## src/rtl/cfm_pkg.sv

```systemverilog
// package: constants, carriers and reset values of the fatal-error monitor
//
// Overview of operation
// - a lamp_primary_a error on a port puts out that port's lamp
// - each port reset bit reinitialises its own port only
// - a fatal error during execution stops the controller
// - a fatal error forces every controller output off
// - a power interruption leaves every lamp unlit
// - other fatal errors light the power and alarm lamps
// - run output inactive while a fatal error is latched
// - supply lost 10 ms or longer is fatal with code 00
// - scan cycle past the watchdog limit is fatal without code
// - halt instruction at cycle time 120 to 130 ms gives 9F
// - memory faults give F1 and set one flag per cause
// - a program with no end instruction gives F0
// - rack bus fault gives C0 to C2, low digit is the rack
// - unit configuration conflicts give E1
// - word assignment mismatch gives E0
// - fatal halt instruction latches the user code 01 to 99
package cfm_pkg;
  // ----------
  // timing
  // ----------
  localparam int unsigned CLK_MHZ      = 250;
  localparam int unsigned PWR_LOSS_MS  = 10;
  localparam int unsigned WDT_MS       = 130;
  localparam int unsigned NEAR_MS      = 120;
  localparam int unsigned PWR_LOSS_CYC = PWR_LOSS_MS * 1000 * CLK_MHZ;
  localparam int unsigned WDT_CYC      = WDT_MS * 1000 * CLK_MHZ;
  localparam int unsigned NEAR_CYC     = NEAR_MS * 1000 * CLK_MHZ;
  // ----------
  // registers
  // ----------
  localparam logic [7:0] OFS_CTRL  = 8'h00;
  localparam logic [7:0] OFS_FATAL = 8'h04;
  localparam logic [7:0] OFS_WDT   = 8'h08;
  localparam logic [7:0] OFS_CYCLE = 8'h0C;
  localparam logic [7:0] OFS_SREF  = 8'h10;
  localparam logic [7:0] OFS_ISTAT = 8'h14;
  localparam logic [7:0] OFS_IMASK = 8'h18;
  localparam int CTRL_PERIPH = 0;
  localparam int CTRL_SERIAL = 1;
  localparam int IRQ_W       = 3;
  localparam int MEM_SETUP   = 0;
  localparam int MEM_BOOT    = 4;
  localparam logic [15:0]      SREF_RST  = 16'h0000;
  localparam logic [IRQ_W-1:0] IMASK_RST = 3'h0;
  // ----------
  // codes and areas
  // ----------
  localparam logic [7:0]  CODE_PWR   = 8'h00;
  localparam logic [7:0]  CODE_NEAR  = 8'h9F;
  localparam logic [7:0]  CODE_MEM   = 8'hF1;
  localparam logic [7:0]  CODE_END   = 8'hF0;
  localparam logic [7:0]  CODE_BUS   = 8'hC0;
  localparam logic [7:0]  CODE_UNIT  = 8'hE1;
  localparam logic [7:0]  CODE_IOTBL = 8'hE0;
  localparam logic [13:0] SETUP_FIRST = 14'h19C8;
  localparam logic [13:0] SETUP_LAST  = 14'h19FF;
  // ----------
  // carriers
  // ----------
  typedef struct packed {
    logic       prog_csum;
    logic       exp_csum;
    logic       cassette;
    logic       autoboot;
    logic       end_missing;
    logic [2:0] io_bus;
    logic [3:0] unit_cfg;
    logic       io_table;
    logic       periph_lamp_primary_a;
    logic       serial_lamp_primary_a;
  } cfm_err_in_t;
  typedef struct packed {
    logic power_lamp;
    logic run_lamp;
    logic alarm_error_lamp;
    logic lamp_primary_a;
    logic lamp_primary_a_lamp_secondary;
  } cfm_lamp_t;
  typedef struct packed {
    logic       fatal;
    logic       code_ok;
    logic       pwr;
    logic [4:0] mem;
    logic [7:0] code;
  } cfm_fatal_t;
  localparam cfm_lamp_t LAMP_RST = '{power_lamp: 1'h1, lamp_primary_a: 1'h1,
                                     lamp_primary_a_lamp_secondary: 1'h1, default: 1'h0};
endpackage

```

## src/rtl/cfm_duration.sv

```systemverilog
// module: saturating duration counter
`timescale 1ns/100ps
module cfm_duration #(
  parameter int unsigned W = 32 // counter width
) (
  input  wire logic         clk,     // system clock
  input  wire logic         rst_n,   // async reset, low
  input  wire logic         cnt_en,  // count this cycle
  input  wire logic         cnt_clr, // back to zero
  output wire logic [W-1:0] count    // cycles counted
);
  typedef struct packed {
    logic [W-1:0] cnt;
  } cfm_dur_st_t;
  cfm_dur_st_t s_q;
  cfm_dur_st_t s_d;

  // clear wins, count stops at all ones
  always_comb begin
    s_d = s_q;
    if (cnt_clr) begin
      s_d.cnt = '0;
    end else if (cnt_en && (s_q.cnt != '1)) begin
      s_d.cnt = s_q.cnt + 1'h1;
    end
  end

  // state register
  always_ff @(posedge clk or negedge rst_n) begin
    if (!rst_n) begin
      s_q <= '0;
    end else begin
      s_q <= s_d;
    end
  end

  assign count = s_q.cnt;
endmodule

```

## src/rtl/cfm_setup_csum.sv

```systemverilog
// module: checksum over the setup area of data memory
`timescale 1ns/100ps
module cfm_setup_csum #(
  parameter int unsigned W = 16 // word width
) (
  input  wire logic         clk,      // system clock
  input  wire logic         rst_n,    // async reset, low
  input  wire logic         dm_valid, // word strobe
  input  wire logic [13:0]  dm_addr,  // word address
  input  wire logic [W-1:0] dm_data,  // word data
  input  wire logic         check,    // compare and restart
  input  wire logic [W-1:0] ref_sum,  // expected sum
  output wire logic         bad       // mismatch pulse
);
  typedef struct packed {
    logic [W-1:0] sum;
    logic         bad;
  } cfm_csum_st_t;
  cfm_csum_st_t s_q;
  cfm_csum_st_t s_d;

  // sum words inside the setup area, compare on check
  always_comb begin
    s_d = s_q;
    s_d.bad = check && (s_q.sum != ref_sum);
    if (check) begin
      s_d.sum = '0;
    end else if (dm_valid && (dm_addr >= cfm_pkg::SETUP_FIRST)
                 && (dm_addr <= cfm_pkg::SETUP_LAST)) begin
      s_d.sum = s_q.sum + dm_data;
    end
  end

  // state register
  always_ff @(posedge clk or negedge rst_n) begin
    if (!rst_n) begin
      s_q <= '0;
    end else begin
      s_q <= s_d;
    end
  end

  assign bad = s_q.bad;
endmodule

```

## src/rtl/cfm_top.sv

```systemverilog
// module: fatal-error monitor with apb registers
//
// Local design decisions: the APB register port and the register addresses.
`timescale 1ns/100ps
module cfm_top #(
  parameter int unsigned PWR_LOSS_CYC = cfm_pkg::PWR_LOSS_CYC, // supply loss
  parameter int unsigned WDT_CYC      = cfm_pkg::WDT_CYC,      // watchdog reset
  parameter int unsigned NEAR_CYC     = cfm_pkg::NEAR_CYC      // near limit
) (
  input  wire logic                 CLK_SYS,                // system clock
  input  wire logic                 RESETN,                 // async reset, low
  input  wire logic                 PSEL,                   // apb select
  input  wire logic                 PENABLE,                // apb access
  input  wire logic                 PWRITE,                 // apb write
  input  wire logic [7:0]           PADDR,                  // apb address
  input  wire logic [31:0]          PWDATA,                 // apb write data
  output wire logic [31:0]          PRDATA,                 // apb read data
  output wire logic                 PREADY,                 // apb ready
  output wire logic                 PSLVERR,                // apb error
  input  wire logic                 RUN_MODE,               // execution begun
  input  wire logic                 SCAN_END,               // scan end pulse
  input  wire logic                 PWR_OK,                 // supply present
  input  wire cfm_pkg::cfm_err_in_t ERR_IN,                 // fault levels
  input  wire logic                 FATAL_HALT_INSTRUCTION, // halt pulse
  input  wire logic [7:0]           ERROR_CODE_NUMBER,      // user code
  input  wire logic                 RESTART,                // restart pulse
  input  wire logic                 DM_VALID,               // word strobe
  input  wire logic [13:0]          DM_ADDR,                // word address
  input  wire logic [15:0]          DM_DATA,                // word data
  input  wire logic                 SETUP_CHECK,            // compare sum
  output wire logic                 HALT,                   // stop execution
  output wire logic                 OUTPUTS_OFF,            // outputs off
  output wire logic                 RUN_OUT,                // run output
  output wire cfm_pkg::cfm_lamp_t   LAMPS,                  // lamps
  output wire logic                 PERIPH_PORT_RESET,      // port reinit
  output wire logic                 SERIAL_PORT_RESET,      // port reinit
  output wire logic                 IRQ                     // interrupt
);
  // ----------
  // state
  // ----------
  typedef struct packed {
    cfm_pkg::cfm_fatal_t       f;
    logic [1:0]                lamp_primary_a_err;
    logic [1:0]                port_rst;
    logic                      run_out;
    cfm_pkg::cfm_lamp_t        lamp;
    logic [31:0]               wdt_lim;
    logic [31:0]               cyc_last;
    logic [15:0]               setup_ref;
    logic [cfm_pkg::IRQ_W-1:0] irq_stat;
    logic [cfm_pkg::IRQ_W-1:0] irq_mask;
    logic [31:0]               rdata;
    logic                      slverr;
  } cfm_top_st_t;

  localparam cfm_top_st_t ST_RST = '{wdt_lim:   32'(WDT_CYC),
                                     lamp:      cfm_pkg::LAMP_RST,
                                     setup_ref: cfm_pkg::SREF_RST,
                                     irq_mask:  cfm_pkg::IMASK_RST,
                                     default:   '0};

  cfm_top_st_t               s_q;
  cfm_top_st_t               s_d;
  logic [31:0]               pwr_cnt;
  logic [31:0]               cyc_cnt;
  logic                      setup_bad;
  logic [4:0]                mem_cause;
  logic                      pwr_det;
  logic                      wdt_det;
  logic                      near_win;
  logic                      mem_det;
  logic                      bus_det;
  logic                      unit_det;
  logic                      hi_bus;
  logic                      hi_unit;
  logic                      hi_tbl;
  logic                      det_hw;
  logic                      take;
  logic                      wr;
  logic                      rd_stat;
  logic [1:0]                new_lamp_primary_a;
  logic [cfm_pkg::IRQ_W-1:0] stat_clr;

  // lowest faulty rack number
  function automatic logic [1:0] rack_of(input logic [2:0] b);
    logic [1:0] r;
    r = 2'h2;
    if (b[1]) begin
      r = 2'h1;
    end
    if (b[0]) begin
      r = 2'h0;
    end
    return r;
  endfunction

  // ----------
  // duration counters and checksum
  // ----------
  // supply-loss time, cleared as soon as supply returns
  cfm_duration #(
    .W(32)
  ) u_pwr (
    .clk     (CLK_SYS),
    .rst_n   (RESETN),
    .cnt_en  (~PWR_OK),
    .cnt_clr (PWR_OK),
    .count   (pwr_cnt)
  );

  // scan-cycle time, restarted at each scan end
  cfm_duration #(
    .W(32)
  ) u_cyc (
    .clk     (CLK_SYS),
    .rst_n   (RESETN),
    .cnt_en  (RUN_MODE),
    .cnt_clr (SCAN_END | ~RUN_MODE),
    .count   (cyc_cnt)
  );

  // setup-area checksum
  cfm_setup_csum #(
    .W(16)
  ) u_csum (
    .clk      (CLK_SYS),
    .rst_n    (RESETN),
    .dm_valid (DM_VALID),
    .dm_addr  (DM_ADDR),
    .dm_data  (DM_DATA),
    .check    (SETUP_CHECK),
    .ref_sum  (s_q.setup_ref),
    .bad      (setup_bad)
  );

  // ----------
  // fault detection
  // ----------
  // detectors, listed in priority order except near_win, which ranks last
  assign pwr_det   = pwr_cnt >= 32'(PWR_LOSS_CYC);
  assign wdt_det   = (s_q.wdt_lim != '0) && (cyc_cnt >= s_q.wdt_lim);
  assign near_win  = (cyc_cnt >= 32'(NEAR_CYC)) && !wdt_det;
  assign mem_cause = {ERR_IN.autoboot, ERR_IN.cassette, ERR_IN.exp_csum,
                      ERR_IN.prog_csum, setup_bad};
  assign mem_det   = |mem_cause;
  assign bus_det   = |ERR_IN.io_bus;
  assign unit_det  = |ERR_IN.unit_cfg;
  assign hi_bus    = pwr_det | wdt_det | mem_det | ERR_IN.end_missing;
  assign hi_unit   = hi_bus | bus_det;
  assign hi_tbl    = hi_unit | unit_det;
  assign det_hw    = hi_tbl | ERR_IN.io_table;

  // a fault is taken while running and no error is held
  assign take = RUN_MODE && (det_hw || FATAL_HALT_INSTRUCTION)
                && (!s_q.f.fatal || RESTART);

  // ----------
  // apb decode
  // ----------
  assign wr      = PSEL && PENABLE && PWRITE;
  assign rd_stat = PSEL && PENABLE && !PWRITE && (PADDR == cfm_pkg::OFS_ISTAT);

  // ----------
  // next state
  // ----------
  always_comb begin
    s_d      = s_q;
    new_lamp_primary_a = 2'h0;
    stat_clr = '0;
    // restart drops the held error, a fault seen now still wins
    if (RESTART) begin
      s_d.f = '0;
    end
    if (RUN_MODE) begin
      s_d.f.mem = s_d.f.mem | mem_cause;
    end
    // latch the code of the highest-priority fault
    if (take) begin
      s_d.f.fatal   = 1'h1;
      s_d.f.code_ok = 1'h1;
      s_d.f.pwr     = 1'h0;
      if (pwr_det) begin
        s_d.f.pwr  = 1'h1;
        s_d.f.code = cfm_pkg::CODE_PWR;
      end else if (wdt_det) begin
        s_d.f.code_ok = 1'h0;
        s_d.f.code    = '0;
      end else if (mem_det) begin
        s_d.f.code = cfm_pkg::CODE_MEM;
      end else if (ERR_IN.end_missing) begin
        s_d.f.code = cfm_pkg::CODE_END;
      end else if (bus_det) begin
        s_d.f.code = cfm_pkg::CODE_BUS | {6'h00, rack_of(ERR_IN.io_bus)};
      end else if (unit_det) begin
        s_d.f.code = cfm_pkg::CODE_UNIT;
      end else if (ERR_IN.io_table) begin
        s_d.f.code = cfm_pkg::CODE_IOTBL;
      end else if (near_win) begin
        s_d.f.code = cfm_pkg::CODE_NEAR;
      end else begin
        s_d.f.code = ERROR_CODE_NUMBER;
      end
    end

    // port reset bits pulse for one cycle
    s_d.port_rst = 2'h0;
    if (wr) begin
      case (PADDR)
        cfm_pkg::OFS_CTRL: begin
          s_d.port_rst = {PWDATA[cfm_pkg::CTRL_SERIAL],
                          PWDATA[cfm_pkg::CTRL_PERIPH]};
        end
        cfm_pkg::OFS_WDT: begin
          s_d.wdt_lim = PWDATA;
        end
        cfm_pkg::OFS_SREF: begin
          s_d.setup_ref = PWDATA[15:0];
        end
        cfm_pkg::OFS_IMASK: begin
          s_d.irq_mask = PWDATA[cfm_pkg::IRQ_W-1:0];
        end
        default: begin
        end
      endcase
    end

    // lamp_primary_a errors held until own port reset, set wins
    s_d.lamp_primary_a_err = (s_q.lamp_primary_a_err & ~s_q.port_rst)
                   | {ERR_IN.serial_lamp_primary_a, ERR_IN.periph_lamp_primary_a};
    new_lamp_primary_a = s_d.lamp_primary_a_err & ~s_q.lamp_primary_a_err;

    // last completed scan time
    if (SCAN_END && RUN_MODE) begin
      s_d.cyc_last = cyc_cnt;
    end

    // read clears only the bits that were reported
    if (rd_stat) begin
      stat_clr = s_q.rdata[cfm_pkg::IRQ_W-1:0];
    end
    s_d.irq_stat = (s_q.irq_stat & ~stat_clr) | {new_lamp_primary_a, take};

    // read data captured in the setup phase
    if (PSEL && !PENABLE) begin
      s_d.slverr = 1'h0;
      case (PADDR)
        cfm_pkg::OFS_CTRL: begin
          s_d.rdata = '0;
        end
        cfm_pkg::OFS_FATAL: begin
          s_d.rdata = {14'h0000, s_q.lamp_primary_a_err, s_q.f};
        end
        cfm_pkg::OFS_WDT: begin
          s_d.rdata = s_q.wdt_lim;
        end
        cfm_pkg::OFS_CYCLE: begin
          s_d.rdata = s_q.cyc_last;
        end
        cfm_pkg::OFS_SREF: begin
          s_d.rdata = {16'h0000, s_q.setup_ref};
        end
        cfm_pkg::OFS_ISTAT: begin
          s_d.rdata = {29'h00000000, s_q.irq_stat};
        end
        cfm_pkg::OFS_IMASK: begin
          s_d.rdata = {29'h00000000, s_q.irq_mask};
        end
        default: begin
          s_d.rdata  = '0;
          s_d.slverr = 1'h1;
        end
      endcase
    end

    // run output and lamps follow the next error state
    s_d.run_out = RUN_MODE && !s_d.f.fatal;
    s_d.lamp.run_lamp            = s_d.run_out;
    s_d.lamp.power_lamp          = !s_d.f.pwr;
    s_d.lamp.alarm_error_lamp    = s_d.f.fatal && !s_d.f.pwr;
    s_d.lamp.lamp_primary_a      = !s_d.lamp_primary_a_err[0] && !s_d.f.pwr;
    s_d.lamp.lamp_primary_a_lamp_secondary = !s_d.lamp_primary_a_err[1] && !s_d.f.pwr;
  end

  // state register
  always_ff @(posedge CLK_SYS or negedge RESETN) begin
    if (!RESETN) begin
      s_q <= ST_RST;
    end else begin
      s_q <= s_d;
    end
  end

  // ----------
  // outputs
  // ----------
  assign HALT              = s_q.f.fatal;
  assign OUTPUTS_OFF       = s_q.f.fatal;
  assign RUN_OUT           = s_q.run_out;
  assign LAMPS             = s_q.lamp;
  assign PERIPH_PORT_RESET = s_q.port_rst[0];
  assign SERIAL_PORT_RESET = s_q.port_rst[1];
  assign PRDATA            = s_q.rdata;
  assign PREADY            = PSEL && PENABLE;
  assign PSLVERR           = PSEL && PENABLE && s_q.slverr;
  assign IRQ               = |(s_q.irq_stat & s_q.irq_mask);
endmodule

```

## config.mk

```make
export PLATFORM = sky130hd
export DESIGN_NAME = cfm_top
export DESIGN_NICKNAME = d
export VERILOG_FILES = /design/src/rtl/cfm_pkg.sv /design/src/rtl/cfm_duration.sv /design/src/rtl/cfm_setup_csum.sv /design/src/rtl/cfm_top.sv
export SDC_FILE = /design/constraint.sdc
export NUM_CORES = 1
export LEC_CHECK = 0
export ABC_AREA = 1
export ABC_CLOCK_PERIOD_IN_PS = 2600
export BUFFER_PORTS_ARGS = -buffer_cell sky130_fd_sc_hd__buf_2
export CAP_MARGIN = 10
export CORE_UTILIZATION = 45
export CTS_CLUSTER_DIAMETER = 120
export DETAILED_ROUTE_END_ITERATION = 7
export SLEW_MARGIN = 20
export SYNTH_ARGS = -nofsm -noshare
export SYNTH_HDL_FRONTEND = slang
export SYNTH_SLANG_ARGS = --single-unit
```

## constraint.sdc

```tcl
create_clock -name CLK_SYS -period 2.6 [get_ports CLK_SYS]
set_input_delay 0.13 -clock CLK_SYS [delete_from_list [all_inputs] [get_ports CLK_SYS]]
set_output_delay 0.13 -clock CLK_SYS [all_outputs]
set_load 0.01 [all_outputs]
```

==> After elaboration in Yosys (flattened, before gate mapping) <==
Cells that the tools add are included.
W data, S select, Z words.
{ "word_totals": {"input_bits": 105, "out_inout_bits": 45, "word_cells": 131, "reg_bits": 225} }
{ "op_classes": {"n_reduce_logical": 44, "n_eq_ne": 9, "n_mux": 28, "magnitude_cmp": 5, "bitwise_logic": 19, "n_addsub": 3} }
{ "op_table": {"columns": ["operator", "count"], "rows": [
  ["$pmux W32 S6", 1],
  ["$mux W32", 4],
  ["$mux W8", 9],
  ["$add A32 B1 Y32 const B", 2],
  ["$ne A32 B32 Y1 const B", 2],
  ["$mux W16", 3],
  ["$ge A32 B22 Y1 const B", 1],
  ["$ge A32 B25 Y1 const B", 1],
  ["$ge A32 B32 Y1", 1],
  ["$reduce_bool A32 Y1", 1],
  ["$eq A8 B5 Y1 const B", 3],
  ["$logic_and A1 B1 Y1", 20],
  ["$add A16 B16 Y16", 1],
  ["$eq A8 B4 Y1 const B", 2],
  ["$ne A16 B16 Y1", 1],
  ["$ge A14 B13 Y1 const B", 1],
  ["$le A14 B13 Y1 const B", 1],
  ["$eq A8 B3 Y1 const B", 1],
  ["$logic_not A1 Y1", 8],
  ["$logic_not A8 Y1", 1],
  ["$mux W2", 4],
  ["$reduce_bool A2 Y1", 4],
  ["$or A1 B1 Y1", 7],
  ["$reduce_or A7 Y1", 1],
  ["16 further kinds", 28]
]} }

==> Depth between registers and ports, before layout <==
Gate-level depths: netlist of run 1.
{ "depth": {"word_depth": 14, "depth_mapped": 24, "depth_no_buf": 24} }

==> Modules after synthesis <==
From an unflattened synthesis of run 1, not the netlist that was laid out.
{ "hier_totals": {"hier_cells": 1923, "area_unflattened_um2": 13970.9} }
{ "by_module_without_submodules": {"columns": ["module", "area_per_inst_um2", "instances", "cells_per_inst"], "rows": [
  ["cfm_top", 7602.3, 1, 923],
  ["cfm_duration", 2243.4, 2, 345],
  ["cfm_setup_csum", 1881.8, 1, 310]
]} }

==> Least setup slack after synthesis of run 1 <==
OpenSTA, ideal clock, no wires.
{ "synth_timing": {"kind": "register -> register", "from": "register s_q[102] in the netlist's numbering", "to": "register s_q[131] in the netlist's numbering", "setup_slack_ns": 0.499, "arrival_ns": 1.980, "required_ns": 2.478, "synth_period_minus_slack_ns": 2.101, "setup_ns": 0.122, "path_stages_with_launch": 16, "cell_sequence": "dfstp_2 -> inv_1 -> ha_1 -> a21o_1 -> nor2_1 -> nand2_1 -> nor2_1 -> nand2_1 -> nand2_1 -> nand2_1 -> a21oi_2 -> nand2_1 -> nand4_1 -> clkinv_1 -> nand3_1 -> o21ai_1"} }
{ "synth_between": {"elab_chain_cells": 13, "word_cells_on_any_way": 24} }
{ "synth_lines": {"columns": ["item", "line", "text"], "rows": [
  ["start, declared", "cfm_top.sv:63", "cfm_top_st_t s_q;"],
  ["start signal, assigned", "cfm_top.sv:288", "s_q <= ST_RST;"],
  ["start signal, assigned", "cfm_top.sv:290", "s_q <= s_d;"],
  ["$ge A32 B32 Y1 / $reduce_bool A32 Y1 (equally long branches)", "cfm_top.sv:142", "assign wdt_det = (s_q.wdt_lim != '0) && (cyc_cnt >= s_q.wdt_lim);"],
  ["$logic_and A1 B1 Y1 *", "cfm_top.sv:142", null],
  ["$logic_not A1 Y1", "cfm_top.sv:143", "assign near_win = (cyc_cnt >= 32'(NEAR_CYC)) && !wdt_det;"],
  ["$logic_and A1 B1 Y1", "cfm_top.sv:143", null],
  ["$mux W8", "cfm_top.sv:199", "end else if (near_win) begin"],
  ["$mux W8", "cfm_top.sv:197", "end else if (ERR_IN.io_table) begin"],
  ["$mux W8", "cfm_top.sv:195", "end else if (unit_det) begin"],
  ["$mux W8", "cfm_top.sv:193", "end else if (bus_det) begin"],
  ["$mux W8", "cfm_top.sv:191", "end else if (ERR_IN.end_missing) begin"],
  ["$mux W8", "cfm_top.sv:189", "end else if (mem_det) begin"],
  ["$mux W8", "cfm_top.sv:186", "end else if (wdt_det) begin"],
  ["$mux W8", "cfm_top.sv:183", "if (pwr_det) begin"],
  ["$mux W8", "cfm_top.sv:179", "if (take) begin"]
]} }
Every way passes the cells marked *; elsewhere a longest branch is shown, timed or not.
A chain may end at the register's enable or synchronous reset.

==> flow_results.xml, run 1 <==
<?xml version="1.0" encoding="UTF-8"?>
<metrics>
  <group name="outcome">
    <metric name="run_status" unit="">finished, final reports clean</metric>
  </group>
  <group name="layout">
    <metric name="mostFrequentLayoutCells" unit="">nand2_1, inv_1, dfrtp_1</metric>
    <metric name="register_area" unit="µm²">5650</metric>
    <metric name="post_route_cells_drive_above_1_share" unit="%">17.7</metric>
    <metric name="fin_nets" unit="">2004</metric>
    <metric name="layout.cell_area.non_filler" unit="µm²">15600</metric>
    <metric name="final.fill_count" unit="">2612</metric>
    <metric name="footprint_of_the_multi_input_gates" unit="µm²">5930</metric>
    <metric name="post_layout_nonfiller_instances" unit="">2247</metric>
    <metric name="layout-area-overhead-vs-synth" unit="%">22.3</metric>
    <metric name="final_common_cell" unit="">nand2_1</metric>
  </group>
  <group name="worst_setup_path">
    <metric name="worst-endpoint-arrival" unit="ns">2.90</metric>
    <metric name="slowest_delay" unit="ns">0.52</metric>
    <metric name="regToRegEndpoint" unit="">LAMPS[0]</metric>
    <metric name="critPathRequiredTime" unit="ns">3.07</metric>
    <metric name="crit_path_max_fanout" unit="">4</metric>
    <metric name="crit-reg2reg-launch" unit="">s_q[109]</metric>
    <metric name="crit_chain" unit="">inv_1 &gt; ha_1 &gt; nand2_1 &gt; nor2_1 &gt; nand4_1 &gt; nor2_2 &gt; nand2_1 &gt; nand2_1 &gt; a21oi_2 &gt; nand2_2 &gt; nand2_2 &gt; nor2_4 &gt; nand2_2 &gt; o21ai_4 &gt; buf_4 &gt; nor2_1</metric>
    <metric name="timing.critical_path.depth" unit="">16</metric>
    <metric name="path_buf_inv" unit="">2</metric>
    <metric name="worst_path_dominant_cell_family" unit="">simple AND/OR/NAND/NOR gates</metric>
    <metric name="worst-r2r-setup-slack" unit="ns">0.17</metric>
    <metric name="reg2regPathDepth" unit="">16</metric>
    <metric name="cp-endpoint" unit="">LAMPS[0]</metric>
    <metric name="crit_type" unit="">reg2reg</metric>
    <metric name="timing.critical_path.from_type" unit="">flip-flop</metric>
    <metric name="setup.worst_path.start" unit="">s_q[109]</metric>
    <metric name="critical-path-slowest-cell" unit="">dfstp_2</metric>
    <metric name="setup_crit_end_kind" unit="">flip-flop</metric>
  </group>
  <group name="route">
    <metric name="drt_drc_violations_left" unit="">0</metric>
    <metric name="number_of_nets_with_antenna_violations_after_detailed_routing" unit="">0</metric>
    <metric name="routed-via-count" unit="">11802</metric>
    <metric name="detail_route.vias_per_cell" unit="">5.25</metric>
    <metric name="detail_route.wirelength" unit="µm">37500</metric>
    <metric name="drt_pre_antenna_iters" unit="">5</metric>
    <metric name="post_drt_wl_per_cell" unit="µm">16.7</metric>
    <metric name="drt-initial-drc-count" unit="">787</metric>
  </group>
  <group name="yosys">
    <metric name="synth.avg_cell_area" unit="µm²">7.84</metric>
    <metric name="synth-edff-count" unit="">0</metric>
    <metric name="seq_area_frac_synth" unit="%">44.2</metric>
    <metric name="synth_cell_type_count" unit="">59</metric>
    <metric name="post_synth_instance_area" unit="µm²">12800</metric>
    <metric name="async_flop_share" unit="%">100</metric>
    <metric name="synth.net_count" unit="">1786</metric>
    <metric name="ys_warn_count" unit="">0</metric>
    <metric name="syn-instance-count" unit="">1629</metric>
    <metric name="synth_top_flop_cell" unit="">dfrtp_1</metric>
    <metric name="synth_seq_cells" unit="">225</metric>
  </group>
  <group name="pwr">
    <metric name="leakagePower" unit="nW">7.55</metric>
    <metric name="switching_power" unit="mW">1.94</metric>
    <metric name="power_density" unit="nW/µm²">518</metric>
    <metric name="netSwitchingFraction" unit="%">24.0</metric>
    <metric name="comb_power_share" unit="%">7.5</metric>
    <metric name="p_int" unit="mW">6.16</metric>
    <metric name="ir_worst_vdd" unit="mV">0.505</metric>
    <metric name="pwr-share-seq" unit="%">44.6</metric>
    <metric name="power.share.clock" unit="%">48.0</metric>
  </group>
  <group name="timing">
    <metric name="fmax" unit="MHz">411</metric>
    <metric name="post-route-min-period" unit="ns">2.43</metric>
    <metric name="finalSetupViolCount" unit="">0</metric>
    <metric name="slew_worst_pin" unit="ns">0.685</metric>
    <metric name="fin_skew" unit="ns">0.00806</metric>
    <metric name="finalMaxSlewViolations" unit="">0</metric>
    <metric name="report.final.hold_viol_count" unit="">0</metric>
    <metric name="timing.slew.headroom" unit="%">54.3</metric>
    <metric name="final.period_utilization" unit="%">93.5</metric>
  </group>
  <group name="grt">
    <metric name="grt_total_ovfl" unit="">0</metric>
    <metric name="gr-usage-all-layers" unit="%">26.2</metric>
    <metric name="grt_start_max_net_pins" unit="">83</metric>
    <metric name="grt_first_pass_wirelength" unit="µm">59600</metric>
    <metric name="vias_in_the_first_global_route" unit="">11337</metric>
    <metric name="number_of_antenna_violations_at_the_first_check_in_global_routing" unit="">1</metric>
  </group>
  <group name="floorplan">
    <metric name="design.die.area" unit="µm²">29100</metric>
    <metric name="die_height" unit="µm">170</metric>
    <metric name="row_count" unit="">61</metric>
    <metric name="die_x" unit="µm">170</metric>
    <metric name="num_io_pins" unit="">150</metric>
    <metric name="floorplan.initialDensity" unit="%">45.8</metric>
    <metric name="fp.coreArea" unit="µm²">27900</metric>
  </group>
  <group name="placement">
    <metric name="detailed_place.area" unit="µm²">13900</metric>
    <metric name="dpl.cell_count" unit="">2125</metric>
    <metric name="dp.final_hpwl" unit="µm">28700</metric>
    <metric name="io_buffer_count" unit="">146</metric>
    <metric name="place.gp.congestion" unit="">0.960</metric>
  </group>
  <group name="clock_network">
    <metric name="root_buffer" unit="">clkbuf_16</metric>
    <metric name="cts_inserted_buffers" unit="">27</metric>
    <metric name="ctsLongestPathBuffers" unit="">3</metric>
    <metric name="worst_skew_pair.late_latency" unit="ns">0.54</metric>
    <metric name="tritoncts" unit="">built</metric>
    <metric name="cts.clk_slew.worst_paths" unit="ns">0.06</metric>
    <metric name="sink_count_of_the_clock_tree" unit="">225</metric>
    <metric name="htreeDepth" unit="">1</metric>
  </group>
  <group name="worst_hold_path">
    <metric name="hold_path_class" unit="">in2reg</metric>
  </group>
  <group name="flow_run">
    <metric name="drv_cap" unit="">0</metric>
  </group>
</metrics>
## final cells by class
class                           count  share of cell area, %
Antenna cell                        1                 0.0160
Clock buffer                       36                   4.86
Clock inverter                     14                   1.03
Inverter                          220                   5.30
Multi-Input combinational cell   1108                   37.9
Sequential cell                   225                   36.2
Tap cell                          378                   3.03
Timing Repair Buffer              265                   11.6
## through the flow
stage	hold WS [ns]	TNS [ns]	setup WS [ns]	util, %	power (mW)
after floorplan	-0.166	0	0.499	-	3.91
after global placement	0.176	0	0.0735	50.0	4.19
after detailed placement	0.185	0	0.0283	50.0	4.19
after CTS	0.00701	0	0.0224	55.8	8.18
after global routing	0.0379	-0.00752	-0.00612	56.1	8.39
final	0.0232	0	0.168	56.1	8.10
## worst min path at each step
| stage | startpoint | end | slack (ns) | cells past startpoint |
|---|---|---|---|---|
| 3_5_place_dp | RESETN | u_csum.s_q[10] | 0.18 | 1 |
| 3_3_place_gp | RESETN | u_csum.s_q[10] | 0.18 | 1 |
| 2_1_floorplan | RESETN | HALT | -0.17 | 0 |
| 6_report | DM_DATA[1] | u_csum.s_q[2] | 0.02 | 3 |
| 4_1_cts | DM_DATA[1] | u_csum.s_q[2] | 0.007 | 3 |
| 5_1_grt | DM_DATA[1] | u_csum.s_q[2] | 0.04 | 3 |
## power by group through the flow
stage	clock [mW]	sequential (mW)	combinational (mW)
after global routing	4.10	3.61	0.679
after CTS	3.97	3.61	0.604
after floorplan	0	3.66	0.254
after detailed placement	0	3.67	0.524
final	3.89	3.61	0.604
after global placement	0	3.67	0.517
## state kept, by name, indices dropped and copies added (netlist names), 5 cells and up
signal / cells
LAMPS: 5
u_cyc.count: 32
PRDATA: 32
u_csum.s_q: 16
u_pwr.count: 32
s_q: 104
## synth_stat cells, types with 3 or more instances
cell type  number  area (µm²)
nand2_1       369        1390
inv_1         213         800
dfrtp_1       208        5200
o21ai_0       162         811
nor2_1        148         556
a21oi_1        81         405
ha_1           51         638
nand3_1        46         230
nor3_1         46         230
buf_4          38         285
nand4_1        35         219
clkbuf_1       32         120
a221oi_1       18         158
nor4_1         18         113
o22ai_1        18         113
dfstp_2        17         447
xor2_1         15         131
nor2_2          9        56.3
or2_2           7        43.8
o31ai_1         6        45.0
a22oi_1         5        37.5
a31oi_1         5        31.3
nor2_4          5        56.3
nor3_2          5        50.1
o21a_1          5        37.5
o21ai_1         5        25.0
a211oi_1        4        30.0
a21o_1          4        30.0
buf_2           4        20.0
nand2_2         4        25.0
o221a_2         4        45.0
clkinv_1        3        11.3
inv_2           3        11.3
mux2_2          3        33.8
nand3_2         3        30.0
o2111ai_1       3        26.3
## layer usage
layer	vias up	global-route usage, %	wire length (µm)
li1	5824	-	-
met1	5551	35.3	16800
met5	-	0	0
met2	348	43.8	17600
met4	0	8.23	1170
met3	79	3.49	1950
## cells by family (layout without fill, tap and decap cells)
group / Yosys count / count (layout) / synth area share [%]
and+or+nand+nor: 705 / 705 / 24.4
AOI/OAI and AO/OA: 331 / 331 / 14.9
buffers and inverters: 296 / 535 / 9.90
DFF: 225 / 225 / 44.2
adders and majority gates: 52 / 52 / 5.15
xor gates and xnor gates: 17 / 17 / 1.17
muxes: 3 / 3 / 0.264
other: 0 / 1 / 0
## timing repair
action,CTS,global route
gates resized for setup,0,18
endpoints found under the hold margin,152,0
endpoints found under the setup margin,0,18
buffers inserted,0,3
hold buffers,68,0
## worst reg2reg max path: cells and delay by family (launching register included)
kind,cells,cell delay [ns]
adders and majority gates,1,0.29
AOI/OAI and AO/OA,2,0.16
buffers and inverters,2,0.24
DFF,1,0.52
and+or+nand+nor,11,1.17
No activity file was read; power rests on OpenSTA's default activity.
==> inputs of run 2 (changes only) <==
--- a/config.mk
+++ b/config.mk
@@ -6,12 +6,13 @@
 export NUM_CORES = 1
 export LEC_CHECK = 0
 export ABC_AREA = 1
-export ABC_CLOCK_PERIOD_IN_PS = 2600
+export ABC_CLOCK_PERIOD_IN_PS = 2000
 export BUFFER_PORTS_ARGS = -buffer_cell sky130_fd_sc_hd__buf_2
 export CAP_MARGIN = 10
 export CORE_UTILIZATION = 45
 export CTS_CLUSTER_DIAMETER = 120
 export DETAILED_ROUTE_END_ITERATION = 7
+export PLACE_DENSITY = 0.67
 export SLEW_MARGIN = 20
 export SYNTH_ARGS = -nofsm -noshare
 export SYNTH_HDL_FRONTEND = slang
==> constraint.sdc (replaced) <==
create_clock -name CLK_SYS -period 2 [get_ports CLK_SYS]
set_input_delay 0.1 -clock CLK_SYS [delete_from_list [all_inputs] [get_ports CLK_SYS]]
set_output_delay 0.1 -clock CLK_SYS [all_outputs]
set_load 0.01 [all_outputs]
==> run 2 against run 1 <==
  * The run now ends with negative setup slack left
  * Maximum frequency grew 0.11%
  * Largest cell class unchanged
  * Total power increased by 30%
  * Largest power group unchanged
  * Sequential power grew 30%
==> flow_results.xml, run 2 (synthesis results as in run 1) <==
<?xml version="1.0" encoding="UTF-8"?>
<metrics>
  <group name="outcome">
    <metric name="run_status" unit="">finished, violations left</metric>
    <metric name="failed_checks" unit="">negative setup slack</metric>
  </group>
  <group name="worst_setup_path">
    <metric name="regToRegEndpoint" unit="">s_q[132]</metric>
    <metric name="cp-endpoint" unit="">s_q[132]</metric>
    <metric name="timing.critical_path.from_type" unit="">flip-flop</metric>
    <metric name="timing.critical_path.depth" unit="">17</metric>
    <metric name="crit-reg2reg-launch" unit="">s_q[106]</metric>
    <metric name="cp_common_cell" unit="">nand2_2</metric>
    <metric name="worst-endpoint-arrival" unit="ns">2.84</metric>
    <metric name="setup.worst_path.start" unit="">s_q[106]</metric>
    <metric name="slowest_delay" unit="ns">0.53</metric>
    <metric name="worst-r2r-setup-slack" unit="ns">-0.43</metric>
    <metric name="path_buf_inv" unit="">5</metric>
    <metric name="critical-path-slowest-cell" unit="">dfstp_2</metric>
    <metric name="crit_type" unit="">reg2reg</metric>
    <metric name="crit_path_max_fanout" unit="">5</metric>
    <metric name="critPathRequiredTime" unit="ns">2.41</metric>
    <metric name="crit_chain" unit="">inv_2 &gt; ha_4 &gt; nand2_1 &gt; inv_1 &gt; buf_4 &gt; nand4_1 &gt; nor2_2 &gt; nand2_1 &gt; nand2_2 &gt; a21oi_2 &gt; nand2_2 &gt; nand2_2 &gt; nor2_4 &gt; clkinv_4 &gt; buf_12 &gt; nand3_2 &gt; o21ai_1</metric>
    <metric name="reg2regPathDepth" unit="">17</metric>
    <metric name="setup_crit_end_kind" unit="">flip-flop</metric>
    <metric name="worst_path_dominant_cell_family" unit="">simple AND/OR/NAND/NOR gates</metric>
  </group>
  <group name="timing">
    <metric name="post-route-min-period" unit="ns">2.43</metric>
    <metric name="finalSetupViolCount" unit="">39</metric>
    <metric name="fin_skew" unit="ns">0.0146</metric>
    <metric name="report.final.hold_viol_count" unit="">0</metric>
    <metric name="grt_setup_unrepaired" unit="">yes</metric>
    <metric name="timing.final.ws_setup" unit="ns">-0.430</metric>
    <metric name="final.period_utilization" unit="%">121</metric>
    <metric name="fmax" unit="MHz">412</metric>
    <metric name="finalMaxSlewViolations" unit="">0</metric>
    <metric name="finalSetupTns" unit="ns">-7.07</metric>
    <metric name="fin_hold_ws" unit="ns">0.00794</metric>
    <metric name="timing.slew.headroom" unit="%">43.8</metric>
    <metric name="slew_worst_pin" unit="ns">0.843</metric>
  </group>
  <group name="layout">
    <metric name="number_of_flip_flops_under_the_largest_register_name" unit="">104</metric>
    <metric name="largest-register" unit="">s_q</metric>
    <metric name="final_common_cell" unit="">nand2_1</metric>
    <metric name="fin_nets" unit="">2215</metric>
    <metric name="layout-area-overhead-vs-synth" unit="%">43.3</metric>
    <metric name="mostFrequentLayoutCells" unit="">nand2_1, buf_4, dfrtp_1</metric>
    <metric name="post_route_cells_drive_above_1_share" unit="%">34.1</metric>
  </group>
  <group name="clock_network">
    <metric name="cts_inserted_buffers" unit="">26</metric>
    <metric name="tritoncts" unit="">built</metric>
    <metric name="cts.clk_slew.worst_paths" unit="ns">0.06</metric>
    <metric name="root_buffer" unit="">clkbuf_16</metric>
    <metric name="worst_skew_pair.late_latency" unit="ns">0.54</metric>
    <metric name="ctsLongestPathBuffers" unit="">3</metric>
    <metric name="sink_count_of_the_clock_tree" unit="">225</metric>
    <metric name="htreeDepth" unit="">1</metric>
  </group>
  <group name="grt">
    <metric name="grt_first_pass_wirelength" unit="µm">65100</metric>
    <metric name="vias_in_the_first_global_route" unit="">12823</metric>
    <metric name="number_of_antenna_violations_at_the_first_check_in_global_routing" unit="">1</metric>
    <metric name="grt_total_ovfl" unit="">0</metric>
    <metric name="grt_start_max_net_pins" unit="">69</metric>
    <metric name="gr-usage-all-layers" unit="%">28.4</metric>
  </group>
  <group name="pwr">
    <metric name="p_int" unit="mW">7.90</metric>
    <metric name="power.share.clock" unit="%">46.4</metric>
    <metric name="netSwitchingFraction" unit="%">24.9</metric>
    <metric name="power_density" unit="nW/µm²">575</metric>
    <metric name="ir_worst_vdd" unit="mV">0.617</metric>
    <metric name="pwr-share-seq" unit="%">44.6</metric>
    <metric name="switching_power" unit="mW">2.62</metric>
    <metric name="comb_power_share" unit="%">9.0</metric>
    <metric name="leakagePower" unit="nW">8.85</metric>
    <metric name="power.total" unit="mW">10.5</metric>
  </group>
  <group name="route">
    <metric name="detail_route.vias_per_cell" unit="">5.31</metric>
    <metric name="drt_pre_antenna_iters" unit="">7</metric>
    <metric name="top_layer_used" unit="">met4</metric>
    <metric name="detail_route.wirelength" unit="µm">42200</metric>
    <metric name="drt_drc_violations_left" unit="">0</metric>
    <metric name="drt-initial-drc-count" unit="">1067</metric>
    <metric name="number_of_nets_with_antenna_violations_after_detailed_routing" unit="">0</metric>
    <metric name="routed-via-count" unit="">13057</metric>
    <metric name="met3RoutedLength" unit="µm">2100</metric>
    <metric name="post_drt_wl_per_cell" unit="µm">17.2</metric>
    <metric name="m1WireLength" unit="µm">17400</metric>
    <metric name="wl_met2" unit="µm">21400</metric>
  </group>
  <group name="placement">
    <metric name="dp.final_hpwl" unit="µm">30300</metric>
    <metric name="place.gp.congestion" unit="">0.943</metric>
    <metric name="io_buffer_count" unit="">146</metric>
  </group>
  <group name="floorplan">
    <metric name="row_count" unit="">61</metric>
    <metric name="fp.coreArea" unit="µm²">27900</metric>
    <metric name="num_io_pins" unit="">150</metric>
    <metric name="floorplan.initialDensity" unit="%">45.8</metric>
    <metric name="die_x" unit="µm">170</metric>
    <metric name="die_height" unit="µm">170</metric>
    <metric name="design.die.area" unit="µm²">29100</metric>
  </group>
  <group name="flow_run">
    <metric name="drv_cap" unit="">0</metric>
  </group>
  <group name="worst_hold_path">
    <metric name="hold_path_class" unit="">in2reg</metric>
  </group>
</metrics>
-- run 2: final cells by class --
cell class	instances	area [µm²]
Fill cell	2248	9550
Multi-Input combinational cell	1108	6870
Sequential cell	225	5660
Timing Repair Buffer	477	3580
Inverter	220	840
Clock buffer	32	693
Tap cell	378	473
Clock inverter	16	181
Antenna cell	1	2.50
-- run 2: worst register-to-register path: cells and delay by family (launching register included) --
| family | cells | cell delay (ns) |
|---|---|---|
| AND/OR/NAND/NOR | 9 | 0.92 |
| flip-flops | 1 | 0.53 |
| buffers and inverters | 5 | 0.46 |
| adder cells (fa/ha/maj) | 1 | 0.25 |
| AO/OA/AOI/OAI | 2 | 0.15 |
-- run 2: power groups by stage --
| stage | sequential (mW) | clock, mW | combinational, mW |
|---|---|---|---|
| after floorplan | 4.75 | 0 | 0.337 |
| after global placement | 4.77 | 0 | 0.731 |
| after detailed placement | 4.77 | 0 | 0.746 |
| after CTS | 4.69 | 4.93 | 0.877 |
| after global routing | 4.69 | 5.10 | 1.04 |
| final | 4.69 | 4.88 | 0.945 |
-- run 2: worst min-delay path by stage --
stage	start	endpoint	slack, ns	cells after the start
floorplan	RESETN	HALT	-0.20	0
global placement	RESETN	u_csum.s_q[12]	0.1	1
detailed placement	RESETN	u_csum.s_q[13]	0.1	1
CTS	ERR_IN[7]	s_q[130]	0.002	6
global route	RUN_MODE	LAMPS[3]	0.02	4
finish	RUN_MODE	LAMPS[3]	0.008	4
-- run 2: timing repair --
item	CTS	global route
setup buffers	29	36
pin swaps	46	87
gates resized for setup	106	175
setup endpoints to repair	51	85
hold buffers	68	0
endpoints found under the hold margin	253	0
cloned	0	1
-- run 2: metal layers --
metal	vias up	track usage [%]
met5	-	0
met4	0	8.58
met3	86	2.77
met2	461	50.1
met1	6274	36.6
li1	6236	-
-- run 2: stage by stage --
step | worst slack, ns | instances | cell area (µm²) | utilization, %
floorplan | -0.0499 | 1629 | 12900 | -
global placement | -0.435 | 2287 | 15300 | 54.9
detailed placement | -0.497 | 2287 | 15300 | 54.9
CTS | -0.306 | 2431 | 17500 | 62.8
global route | -0.533 | 2457 | 18300 | 65.7
finish | -0.430 | 2457 | 18300 | 65.7
